$ cat src/rtl/rsfs_consts.vh
// Constants for the reset sequencer and flash security block.
// Behaviour
// [RQ1] Software may disable stop and wait instructions; the disable clears at reset.
// [RQ2] Four reset sources: pin, power-on (async), software and watchdog (sync).
// [RQ3] Power-on reset is stretched for two to the twenty-first clock cycles.
// [RQ4] Then three 32-clock windows: clocking, peripherals and security, core.
// [RQ5] Reset asserts asynchronously but releases only on a rising clock edge; here every source asserts on a clock edge.
// [RQ6] Programmed security bytes keep the part secured across resets and power-down.
// [RQ7] Secured state comes from exactly two security bytes.
// [RQ8] When secured, on-chip debug is disabled; normal execution is unchanged.
// [RQ9] Boot selects unsecured mode or secure mode with debug port disabled.
// [RQ10] The chip-level test access port is active from boot.
// [RQ11] During reset the debug-read-disable follows the security bytes.
// [RQ12] Lockout recovery mass-erases flash, which clears the secured state.
// [RQ13] Recovery instruction selects a 7-bit divider data register.
// [RQ14] Divider bit 6 drives prescale-by-eight, bits 5 to 0 the divide field.
// [RQ15] Host picks divider so the divided flash clock is 150 to 200 kHz.
// [RQ16] Flash input clock is half system clock; prescale set above 12.8 MHz.
// [RQ17] Host loads instruction, shifts divider, idles; device erases to completion.
// [RQ18] After recovery host asserts TRST and chip reset to unsecure.
// [RQ19] Backdoor key unsecure is allowed only when the key enable bit is set.
// [RQ20] Programmer should write backdoor key, then code, then security bytes last.
// [RQ21] Software must shut the PLL down itself before stop mode.
// [RQ22] Debug-read-disable stays asserted from reset until security bytes are sampled.
`ifndef RSFS_CONSTS_VH
`define RSFS_CONSTS_VH
`define RSFS_POR_STRETCH_LOG2 21
`define RSFS_WINDOW_CYCLES 32
`define RSFS_CNT_W 22
`define RSFS_DIV_W 7
`define RSFS_DIV_PRESCALE_BIT 6
`define RSFS_DIV_FIELD_HI 5
`define RSFS_SEC_BYTE_W 8
`define RSFS_UNSECURE_LO 8'h02
`define RSFS_UNSECURE_HI 8'hff
`define RSFS_DIV_RESET 7'h00
`define RSFS_ERASE_CYCLES 22'h000100
`endif

$ cat src/rtl/rsfs_sync2.v
// Two flip-flop synchroniser for an asynchronous level.
module rsfs_sync2 #(
  parameter RESET_VAL = 1'b0
) (
  // Clock and reset.
  input wire ref_clk,
  input wire rst_n,
  // Level in and synchronised level out.
  input wire asyncIn,
  output reg syncOut
);
  reg stage1;

  // The first stage feeds only the second stage.
  always @(posedge ref_clk or negedge rst_n) begin
    if (!rst_n) begin
      stage1 <= RESET_VAL;
      syncOut <= RESET_VAL;
    end else begin
      stage1 <= asyncIn;
      syncOut <= stage1;
    end
  end
endmodule

$ cat src/rtl/rsfs_reset_security.v
// Reset sequencer, flash security mode selection and lockout recovery control.
`include "rsfs_consts.vh"

module rsfs_reset_security #(
  parameter POR_STRETCH_CYCLES = (1 << `RSFS_POR_STRETCH_LOG2),
  parameter WINDOW_CYCLES = `RSFS_WINDOW_CYCLES,
  parameter ERASE_CYCLES = `RSFS_ERASE_CYCLES
) (
  // Clock, clock enable and reset.
  input wire ref_clk,
  input wire rst_n,
  input wire clkEn,
  // Asynchronous reset sources from pins.
  input wire extReset_n,
  input wire powerOnReset_n,
  // Synchronous reset sources and control from the core.
  input wire softwareReset,
  input wire watchdogReset,
  input wire stopDisableWrite,
  input wire stopDisableValue,
  input wire waitDisableWrite,
  input wire waitDisableValue,
  // Security bytes read from the flash configuration field.
  input wire [7:0] securityByteLo,
  input wire [7:0] securityByteHi,
  input wire backdoorKeyEnable,
  input wire backdoorKeyMatch,
  // Lockout recovery port from the test access port logic.
  input wire recoveryInstrSelected,
  input wire recoveryDrUpdate,
  input wire [6:0] recoveryDrValue,
  input wire tapRunTestIdle,
  input wire eraseDone,
  // Reset release and sequencing outputs.
  output reg clockingReset_n,
  output reg peripheralReset_n,
  output reg coreReset_n,
  output reg appRun,
  // Security outputs.
  output reg secured,
  output reg debugReadDisable,
  output reg debugPortEnable,
  output reg tapActive,
  // Stop and wait disables.
  output reg stopDisable,
  output reg waitDisable,
  // Flash clock divider override and erase control.
  output reg prescaleByEight,
  output reg [5:0] divideField,
  output reg dividerOverride,
  output reg massErase,
  output reg recoveryDone
);
  localparam ST_STRETCH = 3'h0;
  localparam ST_CLOCKING = 3'h1;
  localparam ST_PERIPH = 3'h2;
  localparam ST_CORE = 3'h3;
  localparam ST_RUN = 3'h4;

  localparam RC_IDLE = 2'h0;
  localparam RC_LOADED = 2'h1;
  localparam RC_ERASE = 2'h2;
  localparam RC_DONE = 2'h3;

  wire extResetSync_n;
  wire porSync_n;
  reg [2:0] state;
  reg [2:0] next_state;
  reg [`RSFS_CNT_W-1:0] count;
  reg [`RSFS_CNT_W-1:0] next_count;
  reg porSeen;
  reg [1:0] recState;
  reg [`RSFS_DIV_W-1:0] divHold;
  reg [`RSFS_CNT_W-1:0] eraseCount;
  wire syncReset;
  wire bytesSecure;
  wire drLoad;

  // Decodes the two security bytes into a secured flag.
  function secureDecode;
    input [7:0] lo;
    input [7:0] hi;
    begin
      secureDecode = !((lo == `RSFS_UNSECURE_LO) && (hi == `RSFS_UNSECURE_HI)); // [RQ7]
    end
  endfunction

  // True once the sequencer has reached the given stage or any later one.
  function reachedStage;
    input [2:0] st;
    input [2:0] stage;
    begin
      reachedStage = (st >= stage) && (st <= ST_RUN);
    end
  endfunction

  // True on the last cycle of one of the fixed-length release windows.
  function windowEnd;
    input [`RSFS_CNT_W-1:0] cnt;
    begin
      windowEnd = (cnt == WINDOW_CYCLES - 1);
    end
  endfunction

  // The asynchronous pin sources are synchronised before use.
  rsfs_sync2 #(.RESET_VAL(1'b0)) uExtSync (
    .ref_clk(ref_clk),
    .rst_n(rst_n),
    .asyncIn(extReset_n),
    .syncOut(extResetSync_n)
  );

  rsfs_sync2 #(.RESET_VAL(1'b0)) uPorSync (
    .ref_clk(ref_clk),
    .rst_n(rst_n),
    .asyncIn(powerOnReset_n),
    .syncOut(porSync_n)
  );

  // Any source restarts the sequence; sources are combined per clock edge.
  assign syncReset = !extResetSync_n || !porSync_n || softwareReset || watchdogReset; // [RQ2]
  assign bytesSecure = secureDecode(securityByteLo, securityByteHi);

  // A divider update counts only while the recovery instruction is selected.
  assign drLoad = recoveryInstrSelected && recoveryDrUpdate; // [RQ13]

  // Next state of the reset sequencer with its window counter.
  always @* begin
    next_state = state;
    next_count = count + 1'b1;
    case (state)
      ST_STRETCH: begin
        // Only a power-on reset waits for the clock source to settle.
        if (!porSeen || count == POR_STRETCH_CYCLES - 1) begin // [RQ3]
          next_state = ST_CLOCKING;
          next_count = {`RSFS_CNT_W{1'b0}};
        end
      end
      ST_CLOCKING: begin
        if (windowEnd(count)) begin // [RQ4]
          next_state = ST_PERIPH;
          next_count = {`RSFS_CNT_W{1'b0}};
        end
      end
      ST_PERIPH: begin
        if (windowEnd(count)) begin // [RQ4]
          next_state = ST_CORE;
          next_count = {`RSFS_CNT_W{1'b0}};
        end
      end
      ST_CORE: begin
        if (windowEnd(count)) begin // [RQ4]
          next_state = ST_RUN;
          next_count = {`RSFS_CNT_W{1'b0}};
        end
      end
      ST_RUN: begin
        // The counter parks once the application runs.
        next_count = count;
      end
      default: begin
        next_state = ST_STRETCH;
        next_count = {`RSFS_CNT_W{1'b0}};
      end
    endcase
  end

  // Sequencer registers; releases happen only on a rising clock edge.
  always @(posedge ref_clk or negedge rst_n) begin
    if (!rst_n) begin
      state <= ST_STRETCH;
      count <= {`RSFS_CNT_W{1'b0}};
      porSeen <= 1'b1;
    end else if (clkEn) begin
      if (syncReset) begin
        state <= ST_STRETCH; // [RQ5]
        count <= {`RSFS_CNT_W{1'b0}};
        porSeen <= !porSync_n; // [RQ3]
      end else begin
        state <= next_state;
        count <= next_count;
      end
    end
  end

  // Reset outputs, mode selection and debug gating.
  always @(posedge ref_clk or negedge rst_n) begin
    if (!rst_n) begin
      clockingReset_n <= 1'b0;
      peripheralReset_n <= 1'b0;
      coreReset_n <= 1'b0;
      appRun <= 1'b0;
      secured <= 1'b1;
      debugReadDisable <= 1'b1;
      debugPortEnable <= 1'b0;
      tapActive <= 1'b0;
    end else if (clkEn) begin
      if (syncReset) begin
        // Any source drops every domain back into reset at once.
        clockingReset_n <= 1'b0;
        peripheralReset_n <= 1'b0;
        coreReset_n <= 1'b0;
        appRun <= 1'b0;
        debugReadDisable <= 1'b1; // [RQ22]
        debugPortEnable <= 1'b0;
      end else begin
        // Each domain leaves reset at the start of its own window.
        clockingReset_n <= reachedStage(next_state, ST_CLOCKING); // [RQ4]
        peripheralReset_n <= reachedStage(next_state, ST_PERIPH); // [RQ4]
        coreReset_n <= reachedStage(next_state, ST_CORE); // [RQ4]
        appRun <= reachedStage(next_state, ST_RUN); // [RQ4]
        tapActive <= 1'b1; // [RQ10]
        // Security bytes are sampled during the peripheral window.
        if (state == ST_PERIPH) begin
          secured <= bytesSecure && !(backdoorKeyEnable && backdoorKeyMatch); // [RQ6] [RQ19]
          debugReadDisable <= bytesSecure; // [RQ11]
          debugPortEnable <= !bytesSecure; // [RQ8] [RQ9]
        // A matching backdoor key with its enable bit set unsecures a running part.
        end else if (state == ST_RUN && secured && backdoorKeyEnable && backdoorKeyMatch) begin
          secured <= 1'b0; // [RQ19]
          debugReadDisable <= 1'b0;
          debugPortEnable <= 1'b1;
        end
      end
    end
  end

  // Stop and wait disables; any reset clears them.
  always @(posedge ref_clk or negedge rst_n) begin
    if (!rst_n) begin
      stopDisable <= 1'b0;
      waitDisable <= 1'b0;
    end else if (clkEn) begin
      if (syncReset) begin
        stopDisable <= 1'b0; // [RQ1]
        waitDisable <= 1'b0;
      end else begin
        if (stopDisableWrite) begin
          stopDisable <= stopDisableValue; // [RQ1]
        end
        if (waitDisableWrite) begin
          waitDisable <= waitDisableValue; // [RQ1]
        end
      end
    end
  end

  // Lockout recovery: divider capture, erase on idle entry, run to completion.
  // The secured flag is left alone here; the erased bytes are re-read at the next reset.
  always @(posedge ref_clk or negedge rst_n) begin
    if (!rst_n) begin
      recState <= RC_IDLE;
      divHold <= `RSFS_DIV_RESET;
      eraseCount <= {`RSFS_CNT_W{1'b0}};
      prescaleByEight <= 1'b0;
      divideField <= 6'h00;
      dividerOverride <= 1'b0;
      massErase <= 1'b0;
      recoveryDone <= 1'b0;
    end else if (clkEn) begin
      case (recState)
        RC_IDLE: begin
          if (drLoad) begin
            divHold <= recoveryDrValue; // [RQ13]
            recState <= RC_LOADED;
          end
        end
        RC_LOADED: begin
          // A later update before idle simply replaces the held divider.
          if (drLoad) begin
            divHold <= recoveryDrValue; // [RQ13]
          end else if (recoveryInstrSelected && tapRunTestIdle) begin
            prescaleByEight <= divHold[`RSFS_DIV_PRESCALE_BIT]; // [RQ14] [RQ16]
            divideField <= divHold[`RSFS_DIV_FIELD_HI:0]; // [RQ14]
            dividerOverride <= 1'b1;
            massErase <= 1'b1; // [RQ17]
            eraseCount <= {`RSFS_CNT_W{1'b0}};
            recState <= RC_ERASE;
          end else if (!recoveryInstrSelected) begin
            recState <= RC_IDLE;
          end
        end
        RC_ERASE: begin
          // The erase ends on the flash module's done flag or on the safety limit.
          eraseCount <= eraseCount + 1'b1;
          if (eraseDone || eraseCount == ERASE_CYCLES - 1) begin
            massErase <= 1'b0; // [RQ12]
            dividerOverride <= 1'b0;
            recoveryDone <= 1'b1;
            recState <= RC_DONE;
          end
        end
        RC_DONE: begin
          // Only a reset source returns the recovery logic to idle.
          if (syncReset) begin
            recoveryDone <= 1'b0; // [RQ18]
            recState <= RC_IDLE;
          end
        end
        default: begin
          recState <= RC_IDLE;
        end
      endcase
    end
  end
endmodule

$ cat config.mk
export PLATFORM = sky130hd
export DESIGN_NAME = rsfs_reset_security
export DESIGN_NICKNAME = d
export VERILOG_FILES = /design/src/rtl/rsfs_sync2.v /design/src/rtl/rsfs_reset_security.v
export VERILOG_INCLUDE_DIRS = /design/src /design/src/rtl
export SDC_FILE = /design/constraint.sdc
export NUM_CORES = 1
export LEC_CHECK = 0
export ABC_AREA = 1
export BUFFER_PORTS_ARGS = -buffer_cell sky130_fd_sc_hd__buf_2
export CORE_MARGIN = 3
export CORE_UTILIZATION = 47
export CTS_CLUSTER_SIZE = 10
export DETAILED_ROUTE_END_ITERATION = 7
export PLACE_DENSITY = 0.75
export SLEW_MARGIN = 20
export SYNTH_ARGS = -nofsm -noshare
export SYNTH_HDL_FRONTEND = slang
export SYNTH_SLANG_ARGS = --single-unit
export TNS_END_PERCENT = 30
$ cat constraint.sdc
create_clock -name ref_clk -period 3.5 [get_ports ref_clk]
set_input_delay 0.525 -clock ref_clk [delete_from_list [all_inputs] [get_ports ref_clk]]
set_output_delay 0.525 -clock ref_clk [all_outputs]
set_load 0.03 [all_outputs]
[Word level (Yosys, flattened, before mapping)]
Cells that the tools add are included.
Storage, ports and cells
  register bits: 80
  input bits: 40
  output and inout bits: 20
Cells by class
  $add $sub $neg: 2
  order comparisons: 5
  equal/unequal tests: 19
  multiplexer cells: 42
  bitwise logic cells: 2
  reduce and logical (&&, ||, !) cells: 45
Operators by type and width (count)
  two-way mux 22 bit: 5
  case mux 22 bit (3 select lines): 1
  adder 22 x 1 -> 22 bit, second input constant: 2
  case mux 22 bit (2 select lines): 1
  equality test 22 x 21 -> 1 bit, second input constant: 1
  equality test 22 x 5 -> 1 bit, second input constant: 1
  equality test 22 x 8 -> 1 bit, second input constant: 1
  two-way mux 1 bit: 20
  two-way mux 3 bit: 5
  case mux 3 bit (5 select lines): 1
  logical AND 1 bit: 12
  two-way mux 2 bit: 6
  inequality test 2 bit, second input constant: 6
  AND reduction 2 bit: 6
  AND reduction 4 bit: 3
  nonzero test 2 bit: 5
  equality test 8 x 2 -> 1 bit, second input constant: 1
  equality test 8 bit, second input constant: 1
  case mux 2 bit (4 select lines): 1
  equality test 3 x 2 -> 1 bit, second input constant: 2
  greater-or-equal comparator 3 x 2 -> 1 bit, second input constant: 2
  AND reduction 3 bit: 2
  AND reduction 6 bit: 1
  logical NOT 1 bit: 5
  other kinds (17): 24

[Logic depth before layout (Yosys ltp)]
  depth in word-level cells: 7
  gate-level depth with buffers: 13
  depth with buffers taken out: 13

[Hierarchy]
From an unflattened synthesis, not the netlist that was laid out.
Unflattened totals
  cell total of the unflattened synthesis: 597
  area, all modules: 4424.2 um^2
By module, submodules not included
  rsfs_reset_security: times used 1, cells each 593, area an instance 4324.1 um^2
  rsfs_sync2: times used 2, cells each 2, area an instance 50.0 um^2

[Least setup slack after synthesis]
OpenSTA, ideal clock, no wires.
  kind: register to register
  start point: register count[0]
  end point: register count[13]
  data arrival time: 1571 ps
  required time: 3378 ps
  slack: 1807 ps
  stages on the path, launching flop included: 14
  cell sequence: dfrtp_1 ha_1 nand2_2 nor2_1 nand2_1 nor2_1 nand2_1 nand2_2 o21ai_2 nand2_2 nand2_2 inv_4 buf_12 nor2_2
Between the ends
  word-level cells in the longest chain between the ends: 5
  elaborated cells between the ends (all ways): 8
Ends and longest elaborated chain
  start: declaration: line rsfs_reset_security.v:69  | reg [`RSFS_CNT_W-1:0] count;
  start signal: assignment: line rsfs_reset_security.v:172  | count <= {`RSFS_CNT_W{1'b0}};
  start signal: assignment: line rsfs_reset_security.v:177  | count <= {`RSFS_CNT_W{1'b0}};
  start signal: assignment: line rsfs_reset_security.v:181  | count <= next_count;
  branches (longest 3 deep; another with adder 22 x 1 -> 22 bit)
  case mux 22 bit (3 select lines) (*): line rsfs_reset_security.v:131  | case (state)
  two-way mux 22 bit (*): line rsfs_reset_security.v:175  | if (syncReset) begin
Mark *: on every way between the ends.
A chain may end at the register's enable or synchronous reset.

==> results.sh <==
export IMPL_finalHoldViolCount=0
export IMPL_synth_warnings=0
export IMPL_dr_total_vias=4157
export IMPL_die_w_um=104
export IMPL_critPathTopFamily="compound AO/OA/AOI/OAI gates"
export IMPL_multiInputGateArea_um2=2200
export IMPL_route_detailed_drc=0
export IMPL_leakagePower_nw=2.42
export IMPL_whs_ns=0.272
export IMPL_syn_avg_cell_area_um2=7.46
export IMPL_tightest_slew_ns=0.996
export IMPL_outcome="finished, final reports clean"
export IMPL_drive_gt1_share_pct=16.7
export IMPL_worstHoldPathType="input port to register"
export IMPL_vias_per_cell=5.20
export IMPL_cts_clk_slew_worst_paths_ns=0.08
export IMPL_ir_drop_mv=0.415
export IMPL_dp_hpwl_um=7580
export IMPL_fin_worst_skew_ns=0.0108
export IMPL_grt_max_degree=81
export IMPL_drtAntennaViolNets=0
export IMPL_cts_root_buf="clkbuf_8"
export IMPL_start_kind="register"
export IMPL_diodes=0
export IMPL_ys_types=40
export IMPL_worst_path_buf_inv=2
export IMPL_hold_start="powerOnReset_n"
export IMPL_post_drt_wl_per_cell_um=13.0
export IMPL_fillCellCount=898
export IMPL_num_rows=35
export IMPL_hold_buffers=0
export IMPL_dr_wl_met2_um=4830
export IMPL_drtIter0Drc=272
export IMPL_worstSetupPathType="register to register"
export IMPL_setup_viol=0
export IMPL_cap_violations=0
export IMPL_coreArea_um2=9280
export IMPL_die_area_um2=10800
export IMPL_clock_latency_ns=0.36
export IMPL_power_density_nw_per_um2=501
export IMPL_io_pins=60
export IMPL_slowest_delay_ns=0.49
export IMPL_worstPathRequired_ns=3.73
export IMPL_hold_depth=1
export IMPL_worstSetupEndpointType="register"
export IMPL_max_freq_mhz=460
export IMPL_critPathMaxFanout=19
export IMPL_cts_sinks=80
export IMPL_die_h_um=104
export IMPL_drv_slew=0
export IMPL_rsz0062_at_grt="no"
export IMPL_postCtsSetupBuffers=0
export IMPL_gp_congestion=0.902
export IMPL_endpoint="eraseCount[7]$_DFFE_PN0P_"
export IMPL_cts_htree_levels=3
export IMPL_reg2reg_depth=8
export IMPL_crit_arrival_ns=2.41
export IMPL_start_util_pct=48.8
export IMPL_yosysSeqAreaShare_pct=44.3
export IMPL_cp_depth=8
export IMPL_syn2layout_area_growth_pct=13.1
export IMPL_syn_inst=607
export IMPL_routed_wl_met3_um=564
export IMPL_cts_repair_resized=0
export IMPL_routed_wl_um=10400
export IMPL_syn_area_um2=4530
export IMPL_ys_seq_elements=80
export IMPL_regArea_um2=2010
export IMPL_grt_pass1_wl_um=18100
export IMPL_clockBufferDepth=2
export IMPL_nNetsFinal=708
export IMPL_overflow=0
export IMPL_grt_usage_pct=20.0
export IMPL_slew_headroom_pct=33.6
export IMPL_antenna_found_initial=0
export IMPL_cts_buffers=9
export IMPL_m1WireLength_um=4830
export IMPL_post_route_util_pct=55.1
export IMPL_crit_path_cell_trace="nor2_2, nand3_1, a21oi_4, inv_4, nor2_8, inv_2, o21ai_0, a21oi_1"
export IMPL_setup_tns_ns=0
export IMPL_cts_tree="done"
export IMPL_grt_pass1_vias=3952
export IMPL_reg2reg_slack_ns=1.33
export IMPL_fin_crit_sh_pct=62.1
export IMPL_period_needed_ns=2.17
export IMPL_syn_nets=649
export IMPL_maxUsedRoutingLayer="met4"
export IMPL_cp_slowest_cell="a21oi_4"
export IMPL_rr_endpoint="eraseCount[7]$_DFFE_PN0P_"
export IMPL_port_buffers=59
export IMPL_drtPass1Iterations=5
-- cell type report --
class                           instances  area share [%]
Multi-Input combinational cell        451            42.9
Timing Repair Buffer                   60            5.96
Inverter                               64            4.79
Clock buffer                           11            2.76
Clock inverter                          5            1.22
Sequential cell                        80            39.2
Tap cell                              129            3.15
-- sequential cells by signal, summed over array words and instances, names as in the netlist, 3 cells and up, named ones only --
register     count
eraseCount      22
count           22
state            3
divideField      6
divHold          7
-- layout by cell type (no fill, tap or decap), types with 5 or more instances in the layout --
| cell type | instances |
|---|---|
| dfrtp_1 | 77 |
| nand3_1 | 46 |
| nand4_1 | 21 |
| a21oi_1 | 10 |
| nand2_1 | 168 |
| xor2_1 | 15 |
| nand2_2 | 5 |
| nor2_2 | 12 |
| clkbuf_8 | 10 |
| inv_1 | 60 |
| nor2_1 | 80 |
| o21ai_0 | 32 |
| buf_2 | 58 |
| mux2_2 | 5 |
| nor3_1 | 22 |
-- logic make-up (layout without fill, tap and decap cells) --
kind of cell	count (synthesis)	after routing	share of synthesized area, %
AND/OR/NAND/NOR	367	367	35.8
flip-flops	80	80	44.3
buffers and inverters	76	140	7.16
AO/OA/AOI/OAI	59	59	7.49
XOR/XNOR	17	17	3.29
multiplexers	6	6	1.46
adder cells (fa/ha/maj)	2	2	0.553
-- power breakdown --
group | leakage (nW) | total (mW) | switching [mW] | internal [mW]
Clock | 0.0966 | 0.719 | 0.364 | 0.355
Sequential | 1.05 | 1.18 | 0.111 | 1.07
Combinational | 1.27 | 0.664 | 0.463 | 0.201
Total | 2.42 | 2.56 | 0.939 | 1.62
-- per-layer routing --
metal,vias up,track usage [%]
met5,-,0
met3,20,4.16
met1,1925,27.1
met2,123,32.4
li1,2089,-
met4,0,6.36
-- synth_stat cells (all sizes together) --
library cell  number  area share [%]
a22o               1            0.19
mux2i              1            0.22
or2                2            0.28
nand3             46             5.1
nor4               3            0.41
a31oi              2            0.28
xnor2              2            0.39
a21oi             11             1.5
o22ai              1            0.14
nand4             21             2.9
o31ai              4            0.66
inv               64             5.4
o21ai             37             4.3
mux2               5             1.2
xor2              15             2.9
ha                 2            0.55
buf                8             1.4
clkbuf             4            0.33
o21bai             2            0.33
nor3              23             2.7
a21boi             1            0.17
dfstp              3             1.7
dfrtp             77              43
nor2              94             9.0
nand3b             3            0.50
nor3b              2            0.33
nand2            173              15
-- stage by stage --
step | instance area (um2) | worst slack, ns | instances | power, mW
after global placement | 4920 | 1.34 | 784 | 1.84
final | 5120 | 1.33 | 800 | 2.56
after global routing | 5120 | 1.09 | 800 | 2.72
after CTS | 5120 | 1.34 | 800 | 2.59
after detailed placement | 4920 | 1.23 | 784 | 1.86
after floorplan | 4530 | 1.81 | 607 | 1.68
-- worst min-delay path by stage --
| stage | end | slack, ns |
|---|---|---|
| 5_1_grt | uExtSync.stage1$_DFF_PN0_ | 0.26 |
| 2_1_floorplan | asynchronous set/reset pin | 0.23 |
| 6_report | uPorSync.stage1$_DFF_PN0_ | 0.27 |
| 4_1_cts | uPorSync.stage1$_DFF_PN0_ | 0.26 |
| 3_5_place_dp | uPorSync.syncOut$_DFF_PN0_ | 0.35 |
| 3_3_place_gp | uPorSync.syncOut$_DFF_PN0_ | 0.33 |
Note: power is estimated with default switching activity, not from simulation.
